<file path="config.mk">
export PLATFORM = sky130hd
export DESIGN_NAME = rsq_top
export DESIGN_NICKNAME = d
export VERILOG_FILES = /design/src/rtl/rsq_pkg.sv /design/src/rtl/rsq_sync.sv /design/src/rtl/rsq_top.sv
export SDC_FILE = /design/constraint.sdc
export NUM_CORES = 1
export LEC_CHECK = 0
export ABC_AREA = 1
export BUFFER_PORTS_ARGS = -buffer_cell sky130_fd_sc_hd__buf_2
export CAP_MARGIN = 20
export CORE_AREA = 3 3 130 132
export CTS_BUF_LIST = sky130_fd_sc_hd__clkbuf_4 sky130_fd_sc_hd__clkbuf_8
export DETAILED_ROUTE_END_ITERATION = 16
export DIE_AREA = 0 0 133 135
export PLACE_DENSITY = 0.78
export SETUP_SLACK_MARGIN = 0.05
export SYNTH_ARGS = -nofsm -noshare
export SYNTH_HDL_FRONTEND = slang
export SYNTH_SLANG_ARGS = --single-unit
</file>
<file path="constraint.sdc">
create_clock -name CLK_SYS -period 5.6 [get_ports CLK_SYS]
set_clock_uncertainty 0.2 [all_clocks]
set_input_delay 0.56 -clock CLK_SYS [delete_from_list [all_inputs] [get_ports CLK_SYS]]
set_output_delay 0.56 -clock CLK_SYS [all_outputs]
set_load 0.05 [all_outputs]
</file>
<file path="src/rtl/rsq_pkg.sv">
// constants and types for the rail sequencer
package rsq_pkg;
	localparam int unsigned CLK_HZ      = 250_000_000;
	localparam int unsigned SS_TIME_MS  = 5;
	localparam int unsigned POR_TIME_MS = 150;
	localparam int unsigned SS_CYCLES   = CLK_HZ / 1000 * SS_TIME_MS;
	localparam int unsigned POR_CYCLES  = CLK_HZ / 1000 * POR_TIME_MS;
	localparam int unsigned TEMP_WARN_C = 130;
	localparam int unsigned TEMP_SD_C   = 165;
	localparam int unsigned NUM_FANS    = 3;
	localparam int unsigned PWM_W       = 8;
	localparam int unsigned MCFG_W      = 16;
	localparam logic [PWM_W-1:0]  PWM_RST  = 8'h00;
	localparam logic [MCFG_W-1:0] MCFG_RST = 16'h0000;
	localparam int unsigned CNT_W = 32;

	typedef enum logic [2:0] {
		ST_OFF,
		ST_CORE_SS,
		ST_MAIN_SS,
		ST_RUN
	} rsq_state_e;
endpackage

</file>
<file path="src/rtl/rsq_sync.sv">
// two-flop synchroniser bank for pin inputs
`timescale 1ns/1ps
`default_nettype none
module rsq_sync #(
	parameter int unsigned W = 1
) (
	input  wire logic         clk,
	input  wire logic         rst_n,
	input  wire logic [W-1:0] d,
	output logic      [W-1:0] q
);
	logic [W-1:0] meta_r;

	always_ff @(posedge clk or negedge rst_n) begin
		if (!rst_n) begin
			meta_r <= '0;
			q      <= '0;
		end else begin
			meta_r <= d;
			q      <= meta_r;
		end
	end
endmodule
`default_nettype wire

</file>
<file path="src/rtl/rsq_top.sv">
// rail sequencing, supervision and masked system reset
`timescale 1ns/1ps
`default_nettype none
module rsq_top
	import rsq_pkg::*;
#(
	parameter int unsigned SS_CNT  = SS_CYCLES,
	parameter int unsigned POR_CNT = POR_CYCLES
) (
	input  wire logic              CLK_SYS,
	input  wire logic              RST_N,
	input  wire logic              INPUT_ABOVE_SHUTDOWN,
	input  wire logic              INPUT_ABOVE_WARN,
	input  wire logic              CORE_ABOVE_UVLO,
	input  wire logic              RAIL_3V3_ABOVE_UVLO,
	input  wire logic              RAIL_2V5_ABOVE_UVLO,
	input  wire logic              CHARGE_PUMP_OK,
	input  wire logic              INTERNAL_REG_OK,
	input  wire logic              TEMP_ABOVE_WARN,
	input  wire logic              TEMP_ABOVE_SHUTDOWN,
	input  wire logic              SYSTEM_RESET_N,
	input  wire logic              FAN_RESET_MASK,
	input  wire logic              REGULATOR_RESET_MASK,
	input  wire logic              MOTOR_CFG_RESET_MASK,
	input  wire logic              MOTOR_OUT_EN_RESET_MASK,
	input  wire logic              THERMAL_WARNING_IRQ_EN,
	input  wire logic              CFG_WR,
	input  wire logic              CFG_LIN_A_EN,
	input  wire logic              CFG_LIN_B_EN,
	input  wire logic              CFG_5V_EN,
	input  wire logic              CFG_MOTOR_RAIL_EN,
	input  wire logic [NUM_FANS-1:0] CFG_FAN_EN,
	input  wire logic [PWM_W-1:0]  CFG_FAN_PWM,
	input  wire logic [1:0]        CFG_FAN_SEL,
	input  wire logic [MCFG_W-1:0] CFG_MOTOR_CFG,
	input  wire logic              CFG_MOTOR_OUT_EN,
	output logic                   CORE_RAIL_EN,
	output logic                   RAIL_3V3_EN,
	output logic                   RAIL_2V5_EN,
	output logic                   LINEAR_RAIL_A_EN,
	output logic                   LINEAR_RAIL_B_EN,
	output logic                   RAIL_5V_EN,
	output logic                   MOTOR_SUPPLY_RAIL_EN,
	output logic                   SOFT_START,
	output logic                   RAILS_SENSED_OK,
	output logic                   SUPPLY_GOOD_FLAG,
	output logic                   THERMAL_WARNING,
	output logic                   THERMAL_SHUTDOWN,
	output logic                   INT_REQ,
	output logic [NUM_FANS-1:0]    FAN_EN,
	output logic [NUM_FANS*PWM_W-1:0] FAN_PWM,
	output logic [MCFG_W-1:0]      MOTOR_CFG,
	output logic                   MOTOR_OUT_EN
);
	localparam int unsigned NS = 10;

	logic [NS-1:0] pins;
	logic [NS-1:0] s;

	assign pins = {INPUT_ABOVE_SHUTDOWN, INPUT_ABOVE_WARN,
		CORE_ABOVE_UVLO, RAIL_3V3_ABOVE_UVLO, RAIL_2V5_ABOVE_UVLO,
		CHARGE_PUMP_OK, INTERNAL_REG_OK, TEMP_ABOVE_WARN,
		TEMP_ABOVE_SHUTDOWN, ~SYSTEM_RESET_N};
	// reset request carried inverted so the synced idle level is no reset

	rsq_sync #(
		.W (NS)
	) u_sync (
		.clk   (CLK_SYS),
		.rst_n (RST_N),
		.d     (pins),
		.q     (s)
	);

	logic in_sd;
	logic in_warn;
	logic core_ok;
	logic r33_ok;
	logic r25_ok;
	logic cp_ok;
	logic ireg_ok;
	logic t_warn;
	logic t_sd;
	logic sysrst_n;

	assign in_sd    = s[9];
	assign in_warn  = s[8];
	assign core_ok  = s[7];
	assign r33_ok   = s[6];
	assign r25_ok   = s[5];
	assign cp_ok    = s[4];
	assign ireg_ok  = s[3];
	assign t_warn   = s[2];
	assign t_sd     = s[1];
	assign sysrst_n = !s[0];

	typedef struct packed {
		rsq_state_e                 st;
		logic [CNT_W-1:0]           ss_cnt;
		logic [CNT_W-1:0]           por_cnt;
		logic                       core_en;
		logic                       main_en;
		logic                       sec_en;
		logic                       soft_start;
		logic                       sensed_ok;
		logic                       good;
		logic                       thermal_warning;
		logic                       tsd;
		logic                       int_req;
		logic                       lin_a_cfg;
		logic                       lin_b_cfg;
		logic                       v5_cfg;
		logic                       mot_cfg_en;
		logic                       lin_a_en;
		logic                       lin_b_en;
		logic                       v5_en;
		logic                       mot_en;
		logic [NUM_FANS-1:0]        fan_en;
		logic [NUM_FANS*PWM_W-1:0]  fan_pwm;
		logic [MCFG_W-1:0]          mcfg;
		logic                       mout_en;
	} rsq_regs_s;

	rsq_regs_s cur_r;
	rsq_regs_s cur_nxt;

	logic three_ok;
	logic fault;

	assign three_ok = core_ok && r33_ok && r25_ok;
	// any condition that forces all channels off
	assign fault = !in_sd || !cp_ok || !ireg_ok || t_sd;

	always_comb begin
		cur_nxt = cur_r;
		cur_nxt.thermal_warning = t_warn;
		cur_nxt.tsd   = t_sd;
		cur_nxt.int_req = t_warn && THERMAL_WARNING_IRQ_EN;

		// software writes of settings
		if (CFG_WR) begin
			cur_nxt.lin_a_cfg  = CFG_LIN_A_EN;
			cur_nxt.lin_b_cfg  = CFG_LIN_B_EN;
			cur_nxt.v5_cfg     = CFG_5V_EN;
			cur_nxt.mot_cfg_en = CFG_MOTOR_RAIL_EN;
			cur_nxt.fan_en     = CFG_FAN_EN;
			cur_nxt.mcfg       = CFG_MOTOR_CFG;
			cur_nxt.mout_en    = CFG_MOTOR_OUT_EN;
			for (int i = 0; i < NUM_FANS; i++) begin
				if (CFG_FAN_SEL == 2'(i)) begin
					cur_nxt.fan_pwm[i*PWM_W +: PWM_W] = CFG_FAN_PWM;
				end
			end
		end

		// masked system reset wins over a write in the same cycle
		if (!sysrst_n) begin
			if (!FAN_RESET_MASK) begin
				cur_nxt.fan_en  = '0;
				cur_nxt.fan_pwm = {NUM_FANS{PWM_RST}};
			end
			if (!REGULATOR_RESET_MASK) begin
				cur_nxt.lin_a_cfg = 1'b1;
				cur_nxt.lin_b_cfg = 1'b1;
				cur_nxt.v5_cfg    = 1'b1;
			end
			if (!MOTOR_CFG_RESET_MASK) begin
				cur_nxt.mcfg = MCFG_RST;
			end
			if (!MOTOR_OUT_EN_RESET_MASK) begin
				cur_nxt.mout_en = 1'b0;
			end
		end

		unique case (cur_r.st)
			ST_OFF: begin
				if (!fault) begin
					cur_nxt.st      = ST_CORE_SS;
					cur_nxt.ss_cnt  = '0;
					cur_nxt.core_en = 1'b1;
					cur_nxt.soft_start = 1'b1;
				end
			end
			ST_CORE_SS: begin
				if (cur_r.ss_cnt < CNT_W'(SS_CNT - 1)) begin
					cur_nxt.ss_cnt = cur_r.ss_cnt + 1'b1;
				end else if (core_ok) begin
					cur_nxt.st      = ST_MAIN_SS;
					cur_nxt.main_en = 1'b1;
				end
			end
			ST_MAIN_SS: begin
				if (three_ok) begin
					cur_nxt.st      = ST_RUN;
					cur_nxt.sec_en  = 1'b1;
					cur_nxt.por_cnt = '0;
					cur_nxt.soft_start = 1'b0;
				end
			end
			ST_RUN: begin
				if (!three_ok) begin
					cur_nxt.por_cnt = '0;
				end else if (cur_r.por_cnt < CNT_W'(POR_CNT)) begin
					cur_nxt.por_cnt = cur_r.por_cnt + 1'b1;
				end
			end
			default: begin
				cur_nxt.st = ST_OFF;
			end
		endcase

		if (fault) begin
			cur_nxt.st         = ST_OFF;
			cur_nxt.core_en    = 1'b0;
			cur_nxt.main_en    = 1'b0;
			cur_nxt.sec_en     = 1'b0;
			cur_nxt.soft_start = 1'b0;
			cur_nxt.ss_cnt     = '0;
			cur_nxt.por_cnt    = '0;
		end

		// 5v gates the linear rails
		cur_nxt.v5_en    = cur_nxt.sec_en && cur_nxt.v5_cfg;
		cur_nxt.lin_a_en = cur_nxt.v5_en && cur_nxt.lin_a_cfg;
		cur_nxt.lin_b_en = cur_nxt.v5_en && cur_nxt.lin_b_cfg;
		cur_nxt.mot_en   = cur_nxt.sec_en && cur_nxt.mot_cfg_en;

		cur_nxt.sensed_ok = (cur_nxt.st == ST_RUN) && three_ok
			&& (cur_nxt.por_cnt >= CNT_W'(POR_CNT));
		cur_nxt.good = cur_nxt.sensed_ok && in_warn;
	end

	always_ff @(posedge CLK_SYS or negedge RST_N) begin
		if (!RST_N) begin
			cur_r            <= '0;
			cur_r.st         <= ST_OFF;
			cur_r.lin_a_cfg  <= 1'b1;
			cur_r.lin_b_cfg  <= 1'b1;
			cur_r.v5_cfg     <= 1'b1;
			cur_r.mot_cfg_en <= 1'b1;
		end else begin
			cur_r <= cur_nxt;
		end
	end

	assign CORE_RAIL_EN         = cur_r.core_en;
	assign RAIL_3V3_EN          = cur_r.main_en;
	assign RAIL_2V5_EN          = cur_r.main_en;
	assign LINEAR_RAIL_A_EN     = cur_r.lin_a_en;
	assign LINEAR_RAIL_B_EN     = cur_r.lin_b_en;
	assign RAIL_5V_EN           = cur_r.v5_en;
	assign MOTOR_SUPPLY_RAIL_EN = cur_r.mot_en;
	assign SOFT_START           = cur_r.soft_start;
	assign RAILS_SENSED_OK      = cur_r.sensed_ok;
	assign SUPPLY_GOOD_FLAG     = cur_r.good;
	assign THERMAL_WARNING      = cur_r.thermal_warning;
	assign THERMAL_SHUTDOWN     = cur_r.tsd;
	assign INT_REQ              = cur_r.int_req;
	assign FAN_EN               = cur_r.fan_en;
	assign FAN_PWM              = cur_r.fan_pwm;
	assign MOTOR_CFG            = cur_r.mcfg;
	assign MOTOR_OUT_EN         = cur_r.mout_en;
endmodule
`default_nettype wire

</file>
After elaboration in Yosys (flattened, before gate mapping):

Cells that the tools add are included.

* reductions and logical operators: 26
* eq/ne operators: 9
* bitwise gates (word level): 1
* order comparisons: 3
* add/subtract/negate cells: 2
* mux-type cells: 29

Operators by type and width (count)
* $mux 32: 4
* $pmux 32 s2: 2
* $mux 44: 2
* $mux 71: 1
* $add 32x1->32 const B: 2
* $ge 32x26->1 const B: 1
* $lt 32x21->1 const B: 1
* $lt 32x26->1 const B: 1
* $mux 27: 1
* $mux 8: 3
* $mux 16: 1
* $mux 3: 5
* $pmux 3 s4: 1
* $logic_and 1x1->1: 10
* $eq 3x2->1 const B: 3
* $mux 1: 6
* $ne 3x3->1 const B: 2
* $reduce_bool 2->1: 3
* $reduce_bool 3->1: 2
* $mux 4: 1
* $reduce_and 2->1: 2
* $eq 3x1->1 const B: 1
* $logic_not 1->1: 3
* $logic_not 3->1: 1
* other kinds (9): 11

* logic and storage cells: 96
* bits of input ports: 52
* flip-flop bits (word level): 148
* output and inout bits: 57

Longest topological paths before layout:

Gate-level depths: netlist of the first run.

* word-level depth: 9
* depth in mapped cells: 21

By module:

From an unflattened synthesis of the first run, not the netlist that was laid out.

* cell total of the unflattened synthesis: 1046
* area total of the unflattened synthesis: 7947.6 µm²

Modules (own cells, without submodules)
* rsq_top: area each 7447.1 µm², instances 1, cells each 1026
* rsq_sync: area each 500.5 µm², instances 1, cells each 20

Worst setup path after synthesis of the first run:

OpenSTA, ideal clock, no wires.

* kind: register -> register
* start: reg cur_r[61] (netlist name)
* end: reg cur_r, in the netlist SUPPLY_GOOD_FLAG
* required time: 5.331 ns
* arrival time: 2.013 ns
* period minus slack after synthesis: 2.282 ns
* cell stages (with the launch flop): 19
* setup time: 0.069 ns
* setup slack: 3.318 ns
* cells stage by stage: dfrtp_1 ha_1 nand3_1 inv_1 nand2_1 nor2_1 xor2_1 nand3_1 nand3_1 nand2_1 nand2_1 nand2_1 nor2_1 nand2_1 nor2_1 nand2_1 nand2_1 nand2_2 nor2_2

RTL lines
* start, declared: RTL line rsq_top.sv:124 `rsq_regs_s cur_r;`
* start signal, assigned: RTL line rsq_top.sv:242 `cur_r <= cur_nxt;`

Final worst setup path of the first run:

* start: reg u_sync.q[3]
* end: reg cur_r[104] (netlist name)

* cells in the longest elaborated chain, start to end: 5
* elaborated cells between the ends (all ways): 7
* classes of those cells: 1 x eq/ne; 1 x mux; 5 x reduce/logical

RTL lines
* start, declared: RTL line rsq_sync.sv:10 `output logic [W-1:0] q`
* start signal, assigned: RTL line rsq_sync.sv:20 `q <= meta_r;`
* $logic_not 1->1 *: RTL line rsq_top.sv:132 `assign fault = !in_sd || !cp_ok || !ireg_ok || t_sd;`
* $logic_or 1x1->1 * (2 in series): RTL line rsq_top.sv:132
* $ne 3x3->1 (no line) / $reduce_bool 3->1 (equally long branches)
* $reduce_and 2->1 (no line)

Mark *: on every way between the ends. The rest lies on a longest branch, timed or not.
A chain may end at the register's enable or synchronous reset.

==> impl_table.tex, run 1 <==
\begin{tabular}{lr}
\hline
Metric & Value \\
\hline
\multicolumn{2}{l}{\textbf{Route}} \\
Routed wire length & 18,600 µm \\
Drt first pass iters & 5 \\
Via Count & roughly 7,100 \\
DRC viols & 0 \\
Iter 0 DRT Violations & between 500 and 600 \\
Via-per-instance ratio & between 5 and 6 \\
Routed wire length per instance & between 10 and 15 µm \\
Final antenna-violating net count & 0 \\
\multicolumn{2}{l}{\textbf{Worst setup path}} \\
Slack of the worst reg-to-reg path & 1.91 ns \\
Kind of launch point of the worst setup path & flop \\
Biggest cell delay along the critical path & around 0.8 ns \\
Required time of the critical path & 5.73 ns \\
Data arrival time of the critical path & $\sim$3.8 ns \\
Reg-to-reg endpoint & cur\_r[104] \\
Slowest cell on crit path & inv\_1 \\
Crit Path Class & reg -> reg \\
Destination of the critical timing path & cur\_r[104] \\
Cell depth of the worst flop-to-flop path & 9 \\
Kind of end point of the critical path & flop \\
Startpoint of the most critical setup path & u\_sync.q[3] \\
Crit path top cell by count & inv\_1 \\
List of cells traversed by the critical path & inv\_1 -> nor2\_1 -> and3\_1 -> inv\_1 -> nor2\_1 -> nand2\_1 -> inv\_1 -> nor4\_1 -> nor3\_1 \\
Critical path peak fanout & 33 \\
Reg-to-reg critical path startpoint & u\_sync.q[3] \\
\multicolumn{2}{l}{\textbf{Global routing}} \\
Global-route congestion overflow total & 0 \\
Number of global-route vias before repair & 6,589 \\
Overall routing resource usage & 0.217 \\
Initial antenna violation count & 0 \\
Maximum number of pins on one net before global-route repair & 102 \\
First-pass GRT wire length & about 32,000 µm \\
\multicolumn{2}{l}{\textbf{Timing}} \\
Tightest Pin Transition & 1.06 ns \\
Post-route clock period utilization & 0.659 \\
Hold Vio Cnt, Final & 0 \\
Post-route minimum period & between 3 and 4 ns \\
Final count of negative-setup-slack endpoints & 0 \\
Number of max-slew violations in the final report & 0 \\
Worst rel slew slack & 0.288 \\
Final sum of negative setup slack & 0 ns \\
Unrepaired setup endpoints after global routing & false \\
Final Worst Setup Slack & between 1.5 and 2 ns \\
Max Clock Freq & roughly 0.27 GHz \\
\multicolumn{2}{l}{\textbf{Yosys}} \\
Post-synthesis net count & around 1,100 \\
Mapped cell area & 8050 µm² \\
Sequential cell area fraction in the yosys report & 0.461 \\
Average size of a mapped cell & 7.66 µm² \\
Commonest register cell after synthesis & dfrtp\_1 \\
Post-Synthesis Cells & 1,051 \\
Number of different library cells in the post-synthesis netlist & 43 \\
Synth Register Bits & 148 \\
Synth warn & 0 \\
Async set-or-reset flop fraction in the synthesized netlist & 1.00 \\
Number of enable-type register cells in the synthesized netlist & 0 \\
\multicolumn{2}{l}{\textbf{Floorplanning}} \\
Chip height & approximately 140 µm \\
Placeable core area & roughly 16,000 µm² \\
Chip Width & approximately 130 µm \\
Initial core utilization & 0.509 \\
Number of core rows & 46 \\
Floorplan die area & 18,000 µm² \\
I/O Pins & $\sim$110 \\
\multicolumn{2}{l}{\textbf{Finish}} \\
Filler cell count & between 1,000 and 1,500 \\
Filler-free cell count of the finished design & 1,332 \\
Area growth from synthesis to final layout & 9.76\% \\
Total non-filler cell area in the finished layout & $\sim$8800 µm² \\
Fin nets & between 1,000 and 1,500 \\
Proportion of layout cells with a drive suffix above 1 & 0.162 \\
Final core area utilization & 0.558 \\
Sequential cell area & around 3700 µm² \\
ANT cells & 0 \\
Total area of multi-input combinational cells & between 3000 and 4000 µm² \\
\multicolumn{2}{l}{\textbf{Place}} \\
Cell total after placement & 1,292 \\
HPWL after detailed placement & $\sim$13,000 µm \\
Placed standard-cell area & approximately 8400 µm² \\
GPL Wtd Cong & approximately 0.91 \\
Number of buffers added on ports & 108 \\
Post-Place Worst Slack & between 1.5 and 2 ns \\
\multicolumn{2}{l}{\textbf{Power}} \\
Leakage power & 4.24 nW \\
Maximum vdd ir drop & 0.000177 V \\
Power per cell area & 253 nW/µm² \\
\multicolumn{2}{l}{\textbf{CTS}} \\
H-tree depth & 4 \\
Clock insertion delay at the later pin of the skew report & about 0.45 ns \\
CTS root buffer & clkbuf\_8 \\
Clock tree from TritonCTS & yes \\
Clock transition time at the flip-flop clock pins of the worst setup and hold paths & approximately 0.09 ns \\
Clock tree sinks & $\sim$150 \\
Num CTS Buffers & 17 \\
Clk buf depth & 2 \\
Number of instances resized during post-cts repair & 0 \\
\multicolumn{2}{l}{\textbf{Outcome}} \\
Result of the run & completed \\
\multicolumn{2}{l}{\textbf{Flow run}} \\
Max-Cap Viols & 0 \\
\multicolumn{2}{l}{\textbf{Hold path}} \\
Hold WC Path Type & in -> async \\
\hline
\end{tabular}
[cell families (layout without fill, tap and decap cells)]
logic type | count (synthesis) | count (layout) | share of synthesized area
and+or+nand+nor | 508 | 508 | 0.273
buffers and inverters | 224 | 289 | 0.131
DFF | 148 | 148 | 0.461
AOI/OAI and AO/OA | 144 | 144 | 0.105
xor gates and xnor gates | 23 | 23 | 0.0250
adders and majority gates | 2 | 2 | 0.00311
other | 1 | 1 | 0.000466
muxes | 1 | 1 | 0.00124
[per-stage QoR]
| step | total power, mW | hold slack [ns] |
|---|---|---|
| floorplan | 1.40 | 0.0644 |
| global placement | 1.44 | 0.132 |
| detailed placement | 1.44 | 0.135 |
| CTS | 2.26 | 0.00625 |
| global route | 2.34 | 0.0112 |
| finish | 2.24 | 0.0195 |
[synth_stat cells, types with 21 or more instances]
| cell type | instances | area, µm² |
|---|---|---|
| buf_4 | 46 | 345 |
| inv_1 | 128 | 480 |
| nor3_1 | 43 | 215 |
| a31oi_1 | 29 | 181 |
| nand3_1 | 76 | 380 |
| nor2_1 | 152 | 571 |
| dfrtp_1 | 144 | 3600 |
| xor2_1 | 21 | 184 |
| nand2_1 | 198 | 743 |
| o21ai_0 | 32 | 160 |
| clkbuf_1 | 29 | 109 |
| a21oi_1 | 50 | 250 |
[metal layers]
layer / part of all wire / track usage / vias up
met2: 0.46 / 0.334 / 323
met4: 0.014 / 0.0785 / 0
met5: 0 / 0 / -
met1: 0.44 / 0.306 / 3271
met3: 0.090 / 0.0466 / 24
li1: - / - / 3433
[flip-flops by register name, summed over array words and instances (netlist names), 3 cells and up]
signal and count:
cur_r 72, FAN_PWM 24, MOTOR_CFG 16, u_sync.meta_r 10, u_sync.q 10, FAN_EN 3
[critical path, delay by kind of cell, from the launching register on]
kind          cells  cell delay, ns
buf+inv           3            1.27
flops             1            0.37
simple gates      6            1.72
[worst min path at each step]
stage	cells after the start	start	end	slack [ns]
6_report	1	RST_N	cur_r[106]	0.02
4_1_cts	1	CORE_ABOVE_UVLO	u_sync.meta_r[7]	0.006
3_5_place_dp	0	u_sync.meta_r[5]	u_sync.q[5]	0.13
2_1_floorplan	0	RST_N	CORE_RAIL_EN	0.06
3_3_place_gp	0	u_sync.meta_r[0]	u_sync.q[0]	0.13
5_1_grt	1	CORE_ABOVE_UVLO	u_sync.meta_r[7]	0.01
[layout make-up]
cell class / count / share of cell area
clock inverter: 15 / 0.0186
multi-input combinational: 679 / 0.372
timing repair buffer: 119 / 0.0735
clock buffer: 17 / 0.0265
inverter: 138 / 0.0589
tap: 216 / 0.0306
sequential: 148 / 0.420
[power by group]
| part | switching (mW) | internal [mW] | total, mW |
|---|---|---|---|
| Sequential | 0.0230 | 1.11 | 1.14 |
| Clock | 0.479 | 0.333 | 0.811 |
| Combinational | 0.221 | 0.0683 | 0.289 |
[cell usage in the layout, fill, tap and decap left out, types with 17 or more instances in the layout]
master and n:
nor3_1 43, nand3_1 76, xor2_1 21, buf_2 107, a31oi_1 29, clkbuf_8 17
a21oi_1 50, dfrtp_1 144, nor2_1 152, o21ai_0 32, inv_1 128, o22ai_1 17
nand2_1 198
[repair_timing]
action | 4_1_cts | 5_1_grt
hold endpoints to repair | 8 | 0
buffers inserted | 0 | 0
hold buffers | 8 | 0
Power figures use the tool's default switching activity.
==> inputs of run 2 (changes only) <==
- ABC_AREA: 1 -> 0
- CORE_AREA: 3 3 130 132 -> 3 3 121 123
- DIE_AREA: 0 0 133 135 -> 0 0 124 126
- PLACE_DENSITY: 0.78 -> 0.82
- clock period: 5.6 -> 3 ns (I/O delays scaled with it)
==> impl_table.tex, run 2 <==
\begin{tabular}{lr}
\hline
Metric & Value \\
\hline
\multicolumn{2}{l}{\textbf{Route}} \\
Iter 0 DRT Violations & approximately 600 \\
Final antenna-violating net count & 0 \\
Drt first pass iters & 5 \\
Via Count & between 6,000 and 7,000 \\
DRC viols & 0 \\
Routed wire length per instance & between 15 and 20 µm \\
Routed wire length & around 21,000 µm \\
Via-per-instance ratio & a little under 6 \\
\multicolumn{2}{l}{\textbf{Timing}} \\
Tightest Pin Transition & a little over 0.7 ns \\
Worst rel slew slack & 0.530 \\
Final sum of negative setup slack & -1.01 ns \\
Number of max-slew violations in the final report & 0 \\
Max Clock Freq & 0.289 GHz \\
Final count of negative-setup-slack endpoints & 4 \\
Final Worst Setup Slack & -0.464 ns \\
Worst Hold Margin & around 0.069 ns \\
Post-route minimum period & approximately 3.5 ns \\
Post-route clock period utilization & 1.15 \\
Hold Vio Cnt, Final & 0 \\
Unrepaired setup endpoints after global routing & true \\
\multicolumn{2}{l}{\textbf{Worst setup path}} \\
Reg-to-reg endpoint & SUPPLY\_GOOD\_FLAG \\
Crit path top cell by count & a2111o\_1 \\
Kind of end point of the critical path & flop \\
Slack of the worst reg-to-reg path & -0.46 ns \\
Cell depth of the worst flop-to-flop path & 10 \\
Critical path peak fanout & 2 \\
Crit Path Class & reg -> reg \\
Required time of the critical path & 3.14 ns \\
Data arrival time of the critical path & about 3.6 ns \\
Slowest cell on crit path & or4b\_1 \\
Reg-to-reg critical path startpoint & cur\_r[67] \\
List of cells traversed by the critical path & a2111o\_1 -> a2111oi\_4 -> nor4\_4 -> or4\_4 -> a21o\_1 -> a211o\_1 -> or4b\_1 -> a2111o\_1 -> nand2\_2 -> nor3\_1 \\
Biggest cell delay along the critical path & 0.47 ns \\
Kind of launch point of the worst setup path & flop \\
\multicolumn{2}{l}{\textbf{Yosys}} \\
Average size of a mapped cell & roughly 10 µm² \\
Synth Register Bits & roughly 150 \\
Post-synthesis net count & between 700 and 800 \\
Commonest register cell after synthesis & dfrtp\_1 \\
Mapped cell area & between 6000 and 7000 µm² \\
Post-Synthesis Cells & roughly 680 \\
Share of the synthesized area in the top cell type & 0.519 \\
Async set-or-reset flop fraction in the synthesized netlist & 1.00 \\
Most used standard cell by instance count after synthesis & dfrtp\_1 \\
Number of enable-type register cells in the synthesized netlist & 0 \\
Synth warn & 0 \\
Largest area contributor in the netlist & dfrtp\_1 \\
Leading post-synthesis cells by cell area & dfrtp\_1, mux2i\_1, nor2\_1 \\
Number of different library cells in the post-synthesis netlist & 61 \\
Sequential cell area fraction in the yosys report & 0.534 \\
Most common library cells after synthesis & dfrtp\_1, nor2\_1, mux2i\_1 \\
\multicolumn{2}{l}{\textbf{Power}} \\
Power per cell area & approximately 480 nW/µm² \\
Leakage power & $\sim$4.7 nW \\
Clock group share of total power & 0.395 \\
Maximum vdd ir drop & 0.000587 V \\
Portion of total power attributed to sequential cells & 0.480 \\
Internal power of the cells & just over 3 mW \\
NetSw & 1.31 mW \\
Net switching share of the total power & 0.296 \\
Combinational power share & 0.124 \\
\multicolumn{2}{l}{\textbf{Finish}} \\
Top reg by flops & cur\_r \\
Area growth from synthesis to final layout & 31.7\% \\
Final core area utilization & 0.664 \\
Proportion of layout cells with a drive suffix above 1 & 0.307 \\
Fin nets & about 940 \\
ANT cells & 0 \\
Sequential cell area & between 3000 and 4000 µm² \\
Total non-filler cell area in the finished layout & between 9000 and 10,000 µm² \\
Most frequent cells in the layout & dfrtp\_1, buf\_2, nor2\_1 \\
Commonest non-fill, non-tap cell in the layout & dfrtp\_1 \\
Total area of multi-input combinational cells & around 3000 µm² \\
Filler cell count & 966 \\
Number of flip-flops under the largest register name & 72 \\
\multicolumn{2}{l}{\textbf{Floorplanning}} \\
I/O Pins & between 100 and 150 \\
Chip height & between 100 and 150 µm \\
Placeable core area & 13,800 µm² \\
Number of core rows & 43 \\
Floorplan die area & between 15,000 and 20,000 µm² \\
Initial core utilization & 0.504 \\
Chip Width & around 120 µm \\
\multicolumn{2}{l}{\textbf{Hold path}} \\
Endpoint of the worst hold-timing path & LINEAR\_RAIL\_A\_EN \\
Hold WC Path Type & in -> reg \\
Min-Delay Path Depth & 3 \\
Worst Min Path Start & REGULATOR\_RESET\_MASK \\
\multicolumn{2}{l}{\textbf{Place}} \\
Post-Place Worst Slack & -0.467 ns \\
HPWL after detailed placement & 12,200 µm \\
Number of buffers added on ports & 108 \\
GPL Wtd Cong & 1.01 \\
Placed standard-cell area & roughly 8000 µm² \\
\multicolumn{2}{l}{\textbf{CTS}} \\
Num CTS Buffers & 17 \\
CTS root buffer & clkbuf\_8 \\
Clock insertion delay at the later pin of the skew report & between 0.4 and 0.5 ns \\
H-tree depth & 4 \\
Clock tree sinks & roughly 150 \\
Clk buf depth & 2 \\
Clock transition time at the flip-flop clock pins of the worst setup and hold paths & about 0.1 ns \\
Clock tree from TritonCTS & yes \\
\multicolumn{2}{l}{\textbf{Global routing}} \\
Number of global-route vias before repair & roughly 6,400 \\
Global-route congestion overflow total & 0 \\
Overall routing resource usage & 0.270 \\
Initial antenna violation count & 0 \\
Maximum number of pins on one net before global-route repair & 78 \\
First-pass GRT wire length & between 30,000 and 40,000 µm \\
\multicolumn{2}{l}{\textbf{Outcome}} \\
Violated checks & setup timing \\
Result of the run & complete, but fails checks \\
\multicolumn{2}{l}{\textbf{Flow run}} \\
Max-Cap Viols & 0 \\
\hline
\end{tabular}
run 2: cell count changes in the layout (fill, tap and decap cells not counted), moves of 18 or more:
cell | previous run | this run
nand2_1 | 198 | 45
inv_1 | 128 | 4
buf_4 | 3 | 98
nand3_1 | 76 | 21
nor2_1 | 152 | 103
mux2i_1 | 1 | 48
dlygate4sd3_1 | 8 | 49
a21oi_1 | 50 | 19
nor3_1 | 43 | 13
a31oi_1 | 29 | 11
and2_1 | 0 | 18
run 2: worst max path at each step:
| stage | from | endpoint | cells past startpoint |
|---|---|---|---|
| global route | cur_r[67] | SUPPLY_GOOD_FLAG | 10 |
| detailed placement | cur_r[67] | RAILS_SENSED_OK | 10 |
| CTS | cur_r[67] | RAILS_SENSED_OK | 10 |
| floorplan | cur_r[84] | RAILS_SENSED_OK | 11 |
| finish | cur_r[67] | SUPPLY_GOOD_FLAG | 10 |
| global placement | cur_r[67] | SUPPLY_GOOD_FLAG | 10 |
run 2: stage by stage:
| stage | total power, mW | std cells |
|---|---|---|
| after floorplan | 2.52 | 683 |
| after global placement | 2.61 | 996 |
| after detailed placement | 2.62 | 996 |
| after CTS | 4.36 | 1077 |
| after global routing | 4.55 | 1082 |
| final | 4.42 | 1082 |
run 2: area by class of cell:
class | count | share of cell area
repair buffers | 257 | 0.198
clock buffers | 18 | 0.0271
clock inverters | 14 | 0.0205
flip-flops and latches | 148 | 0.405
multi-input cells | 461 | 0.323
well taps | 180 | 0.0246
inverters | 4 | 0.00164
run 2: cells by family after synthesis:
logic type / share of synthesized area
xor+xnor: 0.0177
fa+ha+maj: 0.00360
buf+inv: 0.0640
flops: 0.534
other cells: 0.000540
compound gates: 0.102
mux: 0.0724
simple gates: 0.206
run 2: per-layer routing:
metal,vias to the layer above,global-route usage,wire length [µm]
li1,2794,-,-
met2,373,0.451,10900
met4,0,0.130,1260
met5,-,0,0
met1,3010,0.332,7910
met3,100,0.0557,1350
run 2: power groups by stage:
stage | Clock [mW] | Sequential (mW) | Combinational (mW)
final | 1.75 | 2.12 | 0.550
after CTS | 1.72 | 2.11 | 0.526
after floorplan | 0 | 2.15 | 0.366
after global placement | 0 | 2.15 | 0.461
after detailed placement | 0 | 2.15 | 0.470
after global routing | 1.85 | 2.13 | 0.580
run 2: repair_timing:
action,4_1_cts,5_1_grt
setup buffers,1,3
hold endpoints to repair,137,4
hold buffers,48,1
pin swaps,6,9
resized for setup,6,26
endpoints found under the setup margin,31,33
run 2: critical path, delay by kind of cell, from the launching register on:
kind	cells	cell delay (ns)
compound gates	5	1.68
simple gates	5	1.07
flops	1	0.40
